`src/rtl/ref_ladder_consts.vh`:
```
// Purpose: constants for the reference ladder converter control block.
// Assumes: 32-bit classic Wishbone, registers in the low byte of a word.
// Notes:   definitions only.
//
// Overview of operation
// - thirty-two levels chosen by five-bit code
// - level code in bits 4..0, read/write
// - enabled output is ratio of source span
// - disabled, low power, all ones: positive
// - disabled, normal, all zeros: negative source
// - low power drops one ladder end
// - output enable routes reference, kills digital
// - digital read of routed pin gives zero
// - pin enables at bits 5 and 4
// - positive source select in bits 3..2
// - negative source select at bit 0
// - enable bit at bit 7
// - unimplemented bits read as zero
// - sleep wake leaves control register alone
// - reset disables converter, disconnects pins
// - reset clears level code
`ifndef REF_LADDER_CONSTS_VH
`define REF_LADDER_CONSTS_VH

`define ADR_W            8
`define ADDR_CTRL        8'h00
`define ADDR_LEVEL       8'h04
`define ADDR_STATUS      8'h08
`define ADDR_AUX         8'h0c

`define CTRL_RESET       8'h00
`define LEVEL_RESET      8'h00
`define AUX_RESET        8'h00
`define CTRL_WMASK       8'hbd
`define LEVEL_WMASK      8'h1f
`define AUX_WMASK        8'h01

`define CTRL_EN_BIT      7
`define CTRL_OE1_BIT     5
`define CTRL_OE2_BIT     4
`define CTRL_PSS_HI      3
`define CTRL_PSS_LO      2
`define CTRL_NSS_BIT     0
`define AUX_LPS_BIT      0

`define CODE_W           5
`define LEVELS           32
`define CODE_ALL_ONES    5'h1f
`define CODE_ALL_ZEROS   5'h00

`define PSS_SUPPLY       2'h0
`define PSS_EXT_PIN      2'h1
`define PSS_FIXED_REF    2'h2
`define PSS_RESERVED     2'h3

`define SYNC_STAGES      2

`endif

```
`src/rtl/ref_ladder_dac_control.v`:
```
// Purpose: control logic for a 32-level resistor ladder reference with
//          two pin outputs, reached over classic Wishbone.
// Assumes: single clock ref_clk at 100 MHz; pads are asynchronous.
// Notes:   the analog ladder and switches sit outside this block.
`timescale 1ns/1ps
`include "ref_ladder_consts.vh"
module ref_ladder_dac_control (
    // Clock, reset and clock enable
    input  wire                ref_clk,
    input  wire                resetn,
    input  wire                ce,
    // Wishbone slave
    input  wire                cyc,
    input  wire                stb,
    input  wire                we,
    input  wire [`ADR_W-1:0]   adr,
    input  wire [3:0]          sel,
    input  wire [31:0]         wdata,
    output reg  [31:0]         rdata,
    output reg                 ack,
    // System wake indication
    input  wire                sleep_wake,
    // Ladder switch controls
    output reg                 converter_on,
    output reg                 ladder_low_power_select,
    output reg                 ladder_top_connect,
    output reg                 ladder_bottom_connect,
    output reg  [2:0]          positive_source_level,
    output reg                 negative_source_vref,
    output reg                 negative_source_gnd,
    output reg  [`LEVELS-1:0]  tap_select,
    output reg                 clamp_positive,
    output reg                 clamp_negative,
    // Reference output pin 1
    input  wire                pin1_gpio_out,
    input  wire                pin1_gpio_oe,
    output wire                pin1_gpio_in,
    input  wire                pin1_pad_in,
    output wire                pin1_pad_out,
    output wire                pin1_pad_oe,
    output wire                reference_output_pin1,
    // Reference output pin 2
    input  wire                pin2_gpio_out,
    input  wire                pin2_gpio_oe,
    output wire                pin2_gpio_in,
    input  wire                pin2_pad_in,
    output wire                pin2_pad_out,
    output wire                pin2_pad_oe,
    output wire                reference_output_pin2
);

////////////////////////////////////////////////////////////////////////////
// Helpers

function [`LEVELS-1:0] tap_decode;
    input [`CODE_W-1:0] code;
    begin
        tap_decode = {{(`LEVELS-1){1'b0}}, 1'b1} << code;
    end
endfunction

function [2:0] source_decode;
    input [1:0] pss;
    begin
        case (pss)
            `PSS_SUPPLY:    source_decode = 3'h1;
            `PSS_EXT_PIN:   source_decode = 3'h2;
            `PSS_FIXED_REF: source_decode = 3'h4;
            default:        source_decode = 3'h0;
        endcase
    end
endfunction

// Byte-lane merge of a masked register write.
function [7:0] merge_byte;
    input [7:0] old;
    input [7:0] data;
    input [7:0] wmask;
    begin
        merge_byte = (old & ~wmask) | (data & wmask);
    end
endfunction

////////////////////////////////////////////////////////////////////////////
// Stored fields

reg  [7:0] ref_control_main;
reg  [7:0] ref_level_select;
reg  [7:0] ref_aux_control;
reg  [7:0] next_control;
reg  [7:0] next_level;
reg  [7:0] next_aux;

wire       wr_take;
wire       rd_take;
wire       hit_ctrl;
wire       hit_level;
wire       hit_status;
wire       hit_aux;

// Requests are taken only in the first cycle, before ack, so a master
// that still holds its strobe in the ack cycle cannot act twice.
assign wr_take    = cyc & stb & we & ~ack & sel[0];
assign rd_take    = cyc & stb & ~we & ~ack;
assign hit_ctrl   = (adr == `ADDR_CTRL);
assign hit_level  = (adr == `ADDR_LEVEL);
assign hit_status = (adr == `ADDR_STATUS);
assign hit_aux    = (adr == `ADDR_AUX);

always @* begin
    next_control = ref_control_main;
    next_level   = ref_level_select;
    next_aux     = ref_aux_control;
    if (wr_take && hit_ctrl) begin
        next_control = merge_byte(ref_control_main, wdata[7:0],
                                  `CTRL_WMASK);
    end
    if (wr_take && hit_level) begin
        next_level = merge_byte(ref_level_select, wdata[7:0],
                                `LEVEL_WMASK);
    end
    if (wr_take && hit_aux) begin
        next_aux = merge_byte(ref_aux_control, wdata[7:0], `AUX_WMASK);
    end
end

// Only the reset clears the fields; waking from sleep is not a reset, so
// sleep_wake deliberately has no path into this process.
always @(posedge ref_clk or negedge resetn) begin
    if (!resetn) begin
        ref_control_main <= `CTRL_RESET;
    end else if (ce) begin
        ref_control_main <= next_control;
    end
end

always @(posedge ref_clk or negedge resetn) begin
    if (!resetn) begin
        ref_level_select <= `LEVEL_RESET;
    end else if (ce) begin
        ref_level_select <= next_level;
    end
end

// The low-power select sits in a register of its own because every spare
// bit of the control register must read as zero.
always @(posedge ref_clk or negedge resetn) begin
    if (!resetn) begin
        ref_aux_control  <= `AUX_RESET;
    end else if (ce) begin
        ref_aux_control  <= next_aux;
    end
end

////////////////////////////////////////////////////////////////////////////
// Ladder switch decode from the next field values, so that the switches
// move on the very edge that stores a write.

wire                next_en;
wire                next_lps;
wire [1:0]          next_pss;
wire                next_nss;
wire [`CODE_W-1:0]  next_code;
wire                next_oe1;
wire                next_oe2;

assign next_en   = next_control[`CTRL_EN_BIT];
assign next_lps  = next_aux[`AUX_LPS_BIT];
assign next_pss  = next_control[`CTRL_PSS_HI:`CTRL_PSS_LO];
assign next_nss  = next_control[`CTRL_NSS_BIT];
assign next_code = next_level[`CODE_W-1:0];
assign next_oe1  = next_control[`CTRL_OE1_BIT];
assign next_oe2  = next_control[`CTRL_OE2_BIT];

wire next_clamp_pos = ~next_en & next_lps &
                      (next_code == `CODE_ALL_ONES);
wire next_clamp_neg = ~next_en & ~next_lps &
                      (next_code == `CODE_ALL_ZEROS);

// While enabled both ends stay on for the full ratiometric range; when
// disabled, the low-power select decides which end is dropped.
wire next_top    = next_en | next_lps;
wire next_bottom = next_en | ~next_lps;

always @(posedge ref_clk or negedge resetn) begin
    if (!resetn) begin
        converter_on            <= 1'b0;
        ladder_low_power_select <= 1'b0;
        ladder_top_connect      <= 1'b0;
        ladder_bottom_connect   <= 1'b1;
    end else if (ce) begin
        converter_on            <= next_en;
        ladder_low_power_select <= next_lps;
        ladder_top_connect      <= next_top;
        ladder_bottom_connect   <= next_bottom;
    end
end

// Source selects follow the stored codes even while the converter is
// off, so a clamp state already sits on the wanted source.
always @(posedge ref_clk or negedge resetn) begin
    if (!resetn) begin
        positive_source_level   <= 3'h1;
        negative_source_vref    <= 1'b0;
        negative_source_gnd     <= 1'b1;
    end else if (ce) begin
        positive_source_level   <= source_decode(next_pss);
        negative_source_vref    <= next_nss;
        negative_source_gnd     <= ~next_nss;
    end
end

always @(posedge ref_clk or negedge resetn) begin
    if (!resetn) begin
        tap_select              <= {`LEVELS{1'b0}};
        clamp_positive          <= 1'b0;
        clamp_negative          <= 1'b1;
    end else if (ce) begin
        // A tap is closed only where the output is defined: enabled, or in
        // one of the two clamp states.
        if (next_en || next_clamp_pos || next_clamp_neg) begin
            tap_select <= tap_decode(next_code);
        end else begin
            tap_select <= {`LEVELS{1'b0}};
        end
        clamp_positive <= next_clamp_pos;
        clamp_negative <= next_clamp_neg;
    end
end

////////////////////////////////////////////////////////////////////////////
// Pins

wire [1:0] pad_level;

// Both pads are asynchronous, so two flops stand before any logic reads
// them; the first flop feeds nothing else.

level_sync #(
    .WIDTH    (`SYNC_STAGES)
) u_pad_sync (
    .ref_clk  (ref_clk),
    .resetn   (resetn),
    .ce       (ce),
    .async_in ({pin2_pad_in, pin1_pad_in}),
    .sync_out (pad_level)
);

pin_override u_pin1 (
    .ref_clk     (ref_clk),
    .resetn      (resetn),
    .ce          (ce),
    .route       (next_oe1),
    .gpio_out    (pin1_gpio_out),
    .gpio_oe     (pin1_gpio_oe),
    .gpio_in     (pin1_gpio_in),    
    .pad_level   (pad_level[0]),
    .pad_out     (pin1_pad_out),
    .pad_oe      (pin1_pad_oe),
    .ref_connect (reference_output_pin1)
);

pin_override u_pin2 (
    .ref_clk     (ref_clk),
    .resetn      (resetn),
    .ce          (ce),
    .route       (next_oe2),
    .gpio_out    (pin2_gpio_out),
    .gpio_oe     (pin2_gpio_oe),
    .gpio_in     (pin2_gpio_in),
    .pad_level   (pad_level[1]),
    .pad_out     (pin2_pad_out),
    .pad_oe      (pin2_pad_oe),
    .ref_connect (reference_output_pin2)
);

////////////////////////////////////////////////////////////////////////////
// Wake tracking: a sticky flag records wake events seen while ce is high, so software
// can see that a wake passed without disturbing the control fields.

reg        wake_seen;

always @(posedge ref_clk or negedge resetn) begin
    if (!resetn) begin
        wake_seen <= 1'b0;
    end else if (ce) begin
        if (sleep_wake) begin
            wake_seen <= 1'b1;
        end else if (wr_take && hit_status && wdata[7]) begin
            wake_seen <= 1'b0;
        end
    end
end

////////////////////////////////////////////////////////////////////////////
// Status word, built from the block's outputs and its wake and reserved-code flags.

wire       pss_reserved;

// A reserved source code is stored and read back, but closes no source
// switch; this flag lets software spot it.
assign pss_reserved =
    (ref_control_main[`CTRL_PSS_HI:`CTRL_PSS_LO] == `PSS_RESERVED);

// The pin bits read through the override, so a routed pin reads zero.
wire [7:0] status_word = {
    wake_seen,
    pss_reserved,
    pin2_gpio_in,
    pin1_gpio_in,
    ladder_bottom_connect,
    ladder_top_connect,
    clamp_negative,
    clamp_positive
};

////////////////////////////////////////////////////////////////////////////
// Bus answer: one wait state, ack for one cycle, unmapped reads give zero.

reg [7:0] read_byte;

always @* begin
    case (adr)
        `ADDR_CTRL:   read_byte = ref_control_main & `CTRL_WMASK;
        `ADDR_LEVEL:  read_byte = ref_level_select & `LEVEL_WMASK;
        `ADDR_STATUS: read_byte = status_word;
        `ADDR_AUX:    read_byte = ref_aux_control & `AUX_WMASK;
        default:      read_byte = 8'h00;
    endcase
end

always @(posedge ref_clk or negedge resetn) begin
    if (!resetn) begin
        ack <= 1'b0;
    end else if (ce) begin
        // Dropping ack after one cycle keeps a held strobe from being
        // answered twice; the master must lower it in between.
        ack <= cyc & stb & ~ack;
    end
end

// Read data is loaded once, on the taking edge, and then held, so it
// stands steady during the ack cycle and beyond.
always @(posedge ref_clk or negedge resetn) begin
    if (!resetn) begin
        rdata <= 32'h0000_0000;
    end else if (ce && rd_take) begin
        rdata <= {24'h00_0000, read_byte};
    end
end

endmodule // ref_ladder_dac_control

```
`src/rtl/level_sync.v`:
```
// Purpose: two-stage synchroniser for asynchronous pad levels.
// Assumes: inputs are slow levels; no pulse is shorter than two cycles.
// Notes:   the first stage feeds only the second stage.
`timescale 1ns/1ps
module level_sync #(
    parameter WIDTH = 2
) (
    // Clock and reset
    input  wire             ref_clk,
    input  wire             resetn,
    input  wire             ce,
    // Levels
    input  wire [WIDTH-1:0] async_in,
    output reg  [WIDTH-1:0] sync_out
);

reg [WIDTH-1:0] meta;

always @(posedge ref_clk or negedge resetn) begin
    if (!resetn) begin
        meta     <= {WIDTH{1'b0}};
        sync_out <= {WIDTH{1'b0}};
    end else if (ce) begin
        meta     <= async_in;
        sync_out <= meta;
    end
end

endmodule // level_sync

```
`src/rtl/pin_override.v`:
```
// Purpose: per-pin override of the digital path when the pin carries the
//          reference voltage.
// Assumes: pad_level is already synchronised; gpio signals share ref_clk.
// Notes:   route is the next value of the output enable field, so the pad
//          and the field change on the same edge.
`timescale 1ns/1ps
module pin_override (
    // Clock and reset
    input  wire ref_clk,
    input  wire resetn,
    input  wire ce,
    // Control
    input  wire route,
    // Port logic side
    input  wire gpio_out,
    input  wire gpio_oe,
    output reg  gpio_in,
    // Pad side
    input  wire pad_level,
    output reg  pad_out,
    output reg  pad_oe,
    output reg  ref_connect
);

always @(posedge ref_clk or negedge resetn) begin
    if (!resetn) begin
        pad_out     <= 1'b0;
        pad_oe      <= 1'b0;
        gpio_in     <= 1'b0;
        ref_connect <= 1'b0;
    end else if (ce) begin
        ref_connect <= route;
        // The driver is kept off so it cannot fight the weak reference.
        pad_oe      <= gpio_oe & ~route;
        pad_out     <= route ? 1'b0 : gpio_out;
        gpio_in     <= route ? 1'b0 : pad_level;
    end
end

endmodule // pin_override

```
`config.mk`:
```
export PLATFORM = sky130hd
export DESIGN_NAME = ref_ladder_dac_control
export DESIGN_NICKNAME = d
export VERILOG_FILES = /design/src/rtl/ref_ladder_dac_control.v /design/src/rtl/level_sync.v /design/src/rtl/pin_override.v
export VERILOG_INCLUDE_DIRS = /design/src /design/src/rtl
export SDC_FILE = /design/constraint.sdc
export NUM_CORES = 1
export LEC_CHECK = 0
export BUFFER_PORTS_ARGS = -buffer_cell sky130_fd_sc_hd__buf_4
export CAP_MARGIN = 20
export CORE_MARGIN = 1.5
export CORE_UTILIZATION = 53
export DETAILED_ROUTE_END_ITERATION = 6
export MAX_ROUTING_LAYER = met4
export PLACE_DENSITY = 0.86
export SYNTH_ARGS = -nofsm -noshare
export SYNTH_HDL_FRONTEND = slang
export SYNTH_SLANG_ARGS = --single-unit
```
`constraint.sdc`:
```
create_clock -name ref_clk -period 6.75 [get_ports ref_clk]
set_clock_uncertainty 0.05 [all_clocks]
set_input_delay 0.3375 -clock ref_clk [delete_from_list [all_inputs] [get_ports ref_clk]]
set_output_delay 0.3375 -clock ref_clk [all_outputs]
set_load 0.01 [all_outputs]
```
==> out/metrics.cfg, run 1 <==
[outcome]
status=finished clean

[sta]
fin_crit_ns=2.68
drv_slew=0
fmax_ghz=0.372
worst_pin_slew_ns=0.887
rsz0062_at_grt=false
setup_slack_ns=4.07
final_hold_viol_count=0
slew_headroom_pct=40.9
tns_ns=0
period_share_pct=39.8
finalSetupViolations=0

[placement]
place.gp.congestion=0.848
dp_hpwl_mm=5.79
place_area_um2=4210
portBuffers=88
dp_slack_ns=3.93
dpl.cell_count=519

[yosys]
synth_seq_area_share_pct=49.8
ys_seq_elements=72
syn_avg_cell_area_um2=9.75
syn_area_um2=3630
yosysWarnings=0
synth_edf_count=0
netlist_instances=372
async_reset_ff_share_pct=100
ys.flop_type=dfrtp_1
synth_cell_types=48

[floorplanning]
row_count=29
fp.coreArea_um2=6490
initial_core_util_pct=55.8
boundaryPins=141
die_w_um=85.7
die-area_um2=7350
die_height_um=85.7

[clock_network]
cts_buffer_depth=2
cts-root-buf=clkbuf_8
cts-resized-gates=0
cts_buffers=9
clk-insertion-delay-late_ns=0.35
clk_pin_slew_ns=0.08
cts_tree=done
cts_setup_buffers=0
cts_hold_buf=0
cts_sinks=72
htree_levels=3

[worst_setup_path]
rrSetupSlack_ns=4.07
endpoint_kind=flip-flop
cp_data_arrival_time_ns=2.89
endpoint=tap_select[26]
rr_worst_depth=6
r2r-end=tap_select[26]
required_ns=6.95
path_class=flip-flop to flip-flop
critPathMaxFanout=21
crit_start=ack
r2r_start=ack
start_kind=flip-flop

[global_routing]
grt_overflow=0
antenna_found_initial=0
grt_pass1_wl_mm=13.5
grtUsageTotal_pct=24.2
grt_pass1_vias=2705
grt_max_degree=84

[power_and_ir_drop]
leakagePower_nw=2.12
vdd.ir_drop.worst_uv=117
p_total_mw=1.00
powerDensity_nw_per_um2=226

[route]
vias_per_cell=5.41
drt_first_pass_iters=5
routedWlPerCell_um=15.4
drtAntennaViolNets=0
drc=0
via_count=2894
drt-initial-drc-count=228
wirelength_mm=8.22

[cells_and_area]
fin_area_um2=4430
final_layout_size_suffix_gt1_share_pct=29.0
synthToLayoutAreaGrowth_pct=22.3
final_common_cell=buf_4
fin_nets=510
instances_no_fill=535
layout_common_cells=buf_4, dfrtp_1, inv_1
antenna_cells=0
fillers=495

[flow_run]
drv_cap=0

[worst_hold_path]
hold_class=primary input to async pin

[sequential cells by signal (all words and copies together) (netlist names), 2 cells and up]
name / count
positive_source_level: 3
rdata: 8
u_pad_sync.sync_out: 2
tap_select: 32
u_pad_sync.meta: 2
ref_level_select: 5
ref_control_main: 6
[layer usage]
| metal | vias up | GRT usage, % | routed length, µm |
|---|---|---|---|
| li1 | 1392 | - | - |
| met2 | 97 | 37.9 | 4060 |
| met1 | 1394 | 32.4 | 3640 |
| met4 | 0 | 9.09 | 151 |
| met5 | - | - | 0 |
| met3 | 11 | 3.18 | 363 |
[per-stage QoR]
step	hold slack [ns]	utilization, %
2_1_floorplan	-0.00809	-
3_3_place_gp	0.411	64.9
3_5_place_dp	0.419	64.9
4_1_cts	0.100	68.3
5_1_grt	0.138	68.3
6_report	0.0643	68.3
[worst max-delay path, cell delays in order, from the launching register on]
cell	delay, ns
dfrtp_1	0.42
and3b_1	0.38
nand4_4	0.36
mux2i_1	0.47
nand2_1	0.13
or3b_1	0.58
o22ai_1	0.20
[logic make-up (layout without fill, tap and decap cells)]
kind of cell | Yosys count | count (layout) | synth area share [%]
muxes | 27 | 27 | 8.42
and+or+nand+nor | 100 | 100 | 14.7
AOI/OAI and AO/OA | 83 | 83 | 14.9
other | 1 | 24 | 0.103
buffers and inverters | 89 | 152 | 12.0
DFF | 72 | 72 | 49.8
[worst min-delay path by stage]
stage                                    end  slack, ns  cells after the start
floorplan                                ack     -0.008                      0
global placement    positive_source_level[0]       0.41                      2
detailed placement  positive_source_level[0]       0.42                      2
CTS                                      ack       0.10                      1
global route                             ack       0.14                      1
finish              positive_source_level[1]       0.06                      1
[synth_stat cells (4+ instances only)]
master	count	area (µm²)
o21a_1	6	45.0
nand3b_1	4	30.0
o21ai_0	13	65.1
o31ai_1	6	45.0
a21oi_1	13	65.1
mux2i_1	13	130
o22ai_2	4	50.1
or3_1	4	25.0
nand2_1	44	165
nor3_1	4	20.0
nor2_1	16	60.1
mux2_2	11	124
dfstp_2	4	105
clkbuf_1	11	41.3
inv_1	48	180
nand3_1	6	30.0
o22ai_1	34	213
buf_4	25	188
dfrtp_1	68	1700
[where the power goes]
part           total, mW  leakage [nW]  switching (mW)  internal [mW]
Combinational      0.150          1.08          0.0862         0.0642
Sequential         0.476         0.931          0.0202          0.455
Clock              0.376         0.112           0.160          0.216
Total               1.00          2.12           0.266          0.736
[layout make-up]
class	instances	area (µm²)	share of cell area, %
clock buffer	10	138	3.10
sequential	72	1810	40.8
clock inverter	6	82.6	1.86
tap	77	96.3	2.17
inverter	48	180	4.06
timing repair buffer	88	661	14.9
multi-input combinational	234	1470	33.1
Power figures use the tool's default switching activity.
==> run 2: changes to the inputs <==
--- a/config.mk
+++ b/config.mk
@@ -9,10 +9,10 @@
 export BUFFER_PORTS_ARGS = -buffer_cell sky130_fd_sc_hd__buf_4
 export CAP_MARGIN = 20
 export CORE_MARGIN = 1.5
-export CORE_UTILIZATION = 53
+export CORE_UTILIZATION = 44
 export DETAILED_ROUTE_END_ITERATION = 6
 export MAX_ROUTING_LAYER = met4
-export PLACE_DENSITY = 0.86
+export PLACE_DENSITY = 0.76
 export SYNTH_ARGS = -nofsm -noshare
 export SYNTH_HDL_FRONTEND = slang
 export SYNTH_SLANG_ARGS = --single-unit
==> constraint.sdc (replaced) <==
create_clock -name ref_clk -period 2.4 [get_ports ref_clk]
set_clock_uncertainty 0.05 [all_clocks]
set_input_delay 0.12 -clock ref_clk [delete_from_list [all_inputs] [get_ports ref_clk]]
set_output_delay 0.12 -clock ref_clk [all_outputs]
set_load 0.01 [all_outputs]
==> out/metrics.cfg, run 2 (synthesis results as in run 1) <==
[cells_and_area]
fin_area_um2=4720
antenna_cells=0
fillers=690
final_layout_size_suffix_gt1_share_pct=30.5
largest_reg_flops=32
final_common_cell=buf_4
fin_nets=531
synthToLayoutAreaGrowth_pct=30.1
multiInputGateArea_um2=1490
layout_common_cells=buf_4, dfrtp_1, inv_1
ff_latch_area_um2=1810
top_regs=tap_select: 32 flops, rdata: 8 flops, ref_control_main: 6 flops
top_register=tap_select
finish.utilization_pct=60.1

[global_routing]
grt_pass1_vias=2945
grt_overflow=0
antenna_found_initial=0
grt_max_degree=73
grtUsageTotal_pct=21.5
grt_pass1_wl_mm=14.3

[floorplanning]
fp.coreArea_um2=7850
die_height_um=93.8
die-area_um2=8790
initial_core_util_pct=46.2
row_count=32
die_w_um=93.8
boundaryPins=141

[placement]
portBuffers=88
place.gp.congestion=0.831
dp_slack_ns=0.0679
place_area_um2=4320
dp_hpwl_mm=6.08

[outcome]
status=finished clean

[sta]
drv_slew=0
setup_slack_ns=0.111
slew_headroom_pct=38.7
finalSetupViolations=0
fin_crit_ns=2.29
final_hold_viol_count=0
rsz0062_at_grt=true
period_share_pct=95.4
fmax_ghz=0.437
worst_pin_slew_ns=0.920

[route]
drt-initial-drc-count=177
via_count=3014
wirelength_mm=8.86
drt_first_pass_iters=5
drtAntennaViolNets=0
routedWlPerCell_um=15.2
drc=0
vias_per_cell=5.19

[power_and_ir_drop]
vdd.ir_drop.worst_uv=328
sequentialPowerShare_pct=43.3
powerDensity_nw_per_um2=656
p_int_mw=2.31
swShare_pct=25.2
clkPwrFrac_pct=41.6
pwr-share-comb_pct=15.1
leakagePower_nw=2.23
p_switching_uw=780

[worst_setup_path]
rr_worst_depth=6
cp_data_arrival_time_ns=2.50
endpoint_kind=flip-flop
critPathMaxFanout=11
r2r-end=tap_select[28]
required_ns=2.62
r2r_start=ack
rrSetupSlack_ns=0.11
path_class=flip-flop to flip-flop
start_kind=flip-flop

[clock_network]
htree_levels=3
cts_buffers=9
cts_sinks=72
cts_buffer_depth=2
cts-root-buf=clkbuf_8
cts_tree=done
clk_pin_slew_ns=0.08
clk-insertion-delay-late_ns=0.35

[worst_hold_path]
worstHoldEndpoint=ref_control_main[0]
hold_class=primary input to flip-flop
hp-start=wdata[0]
whs_path_depth=2

[flow_run]
drv_cap=0

-- run 2: cell count changes in the layout (fill, tap and decap cells not counted), sizes merged --
| cell | before | now |
|---|---|---|
| buf | 88 | 98 |
| bufinv | 2 | 4 |
| clkinv | 3 | 2 |
| clkinvlp | 1 | 0 |
| dlygate4sd3 | 0 | 11 |
-- run 2: worst max-delay path by stage --
stage,startpoint,endpoint
after global routing,ack,tap_select[28]
final,ack,tap_select[28]
after detailed placement,adr[1],tap_select[14]
after floorplan,ack,tap_select[10]
after CTS,ack,tap_select[28]
after global placement,adr[1],tap_select[18]
-- run 2: stage by stage --
stage | std cells | hold slack, ns | setup TNS, ns | power, mW
after floorplan | 395 | -0.226 | 0 | 1.61
after global placement | 554 | 0.251 | 0 | 1.79
after detailed placement | 554 | 0.267 | 0 | 1.80
after CTS | 580 | 0.00134 | 0 | 3.10
after global routing | 581 | 0.0308 | -0.0242 | 3.22
final | 581 | 0.0311 | 0 | 3.09
-- run 2: repair_timing --
item	CTS	global route
resized for setup	0	4
hold endpoints to repair	77	1
endpoints found under the setup margin	0	20
hold buffers	10	1
setup buffers	0	0
-- run 2: worst max-delay path: stages, from the launching register on --
cell and delay (ns):
dfrtp_1 0.40, and3b_1 0.34, nand4_4 0.27, mux2i_4 0.33
nand2_1 0.15, or3b_1 0.48, o22ai_1 0.18
-- run 2: final cells by class --
type | count | area share (%)
clock buffer | 10 | 2.92
multi-input combinational | 234 | 31.5
sequential | 72 | 38.3
clock inverter | 6 | 2.76
tap | 102 | 2.71
timing repair buffer | 109 | 17.9
inverter | 48 | 3.82
-- run 2: layer usage --
metal  global-route usage (%)  share of wire, %  wire length (µm)
met3                     3.96               5.1               456
met2                     33.9                49              4370
met4                     7.21               1.1                96
met5                        -                 0                 0
met1                     28.0                44              3940
-- run 2: power groups by stage --
stage | logic (mW) | registers (mW) | clock network (mW)
floorplan | 0.246 | 1.37 | 0
global placement | 0.433 | 1.36 | 0
detailed placement | 0.441 | 1.36 | 0
CTS | 0.459 | 1.34 | 1.30
global route | 0.513 | 1.35 | 1.36
finish | 0.466 | 1.34 | 1.29
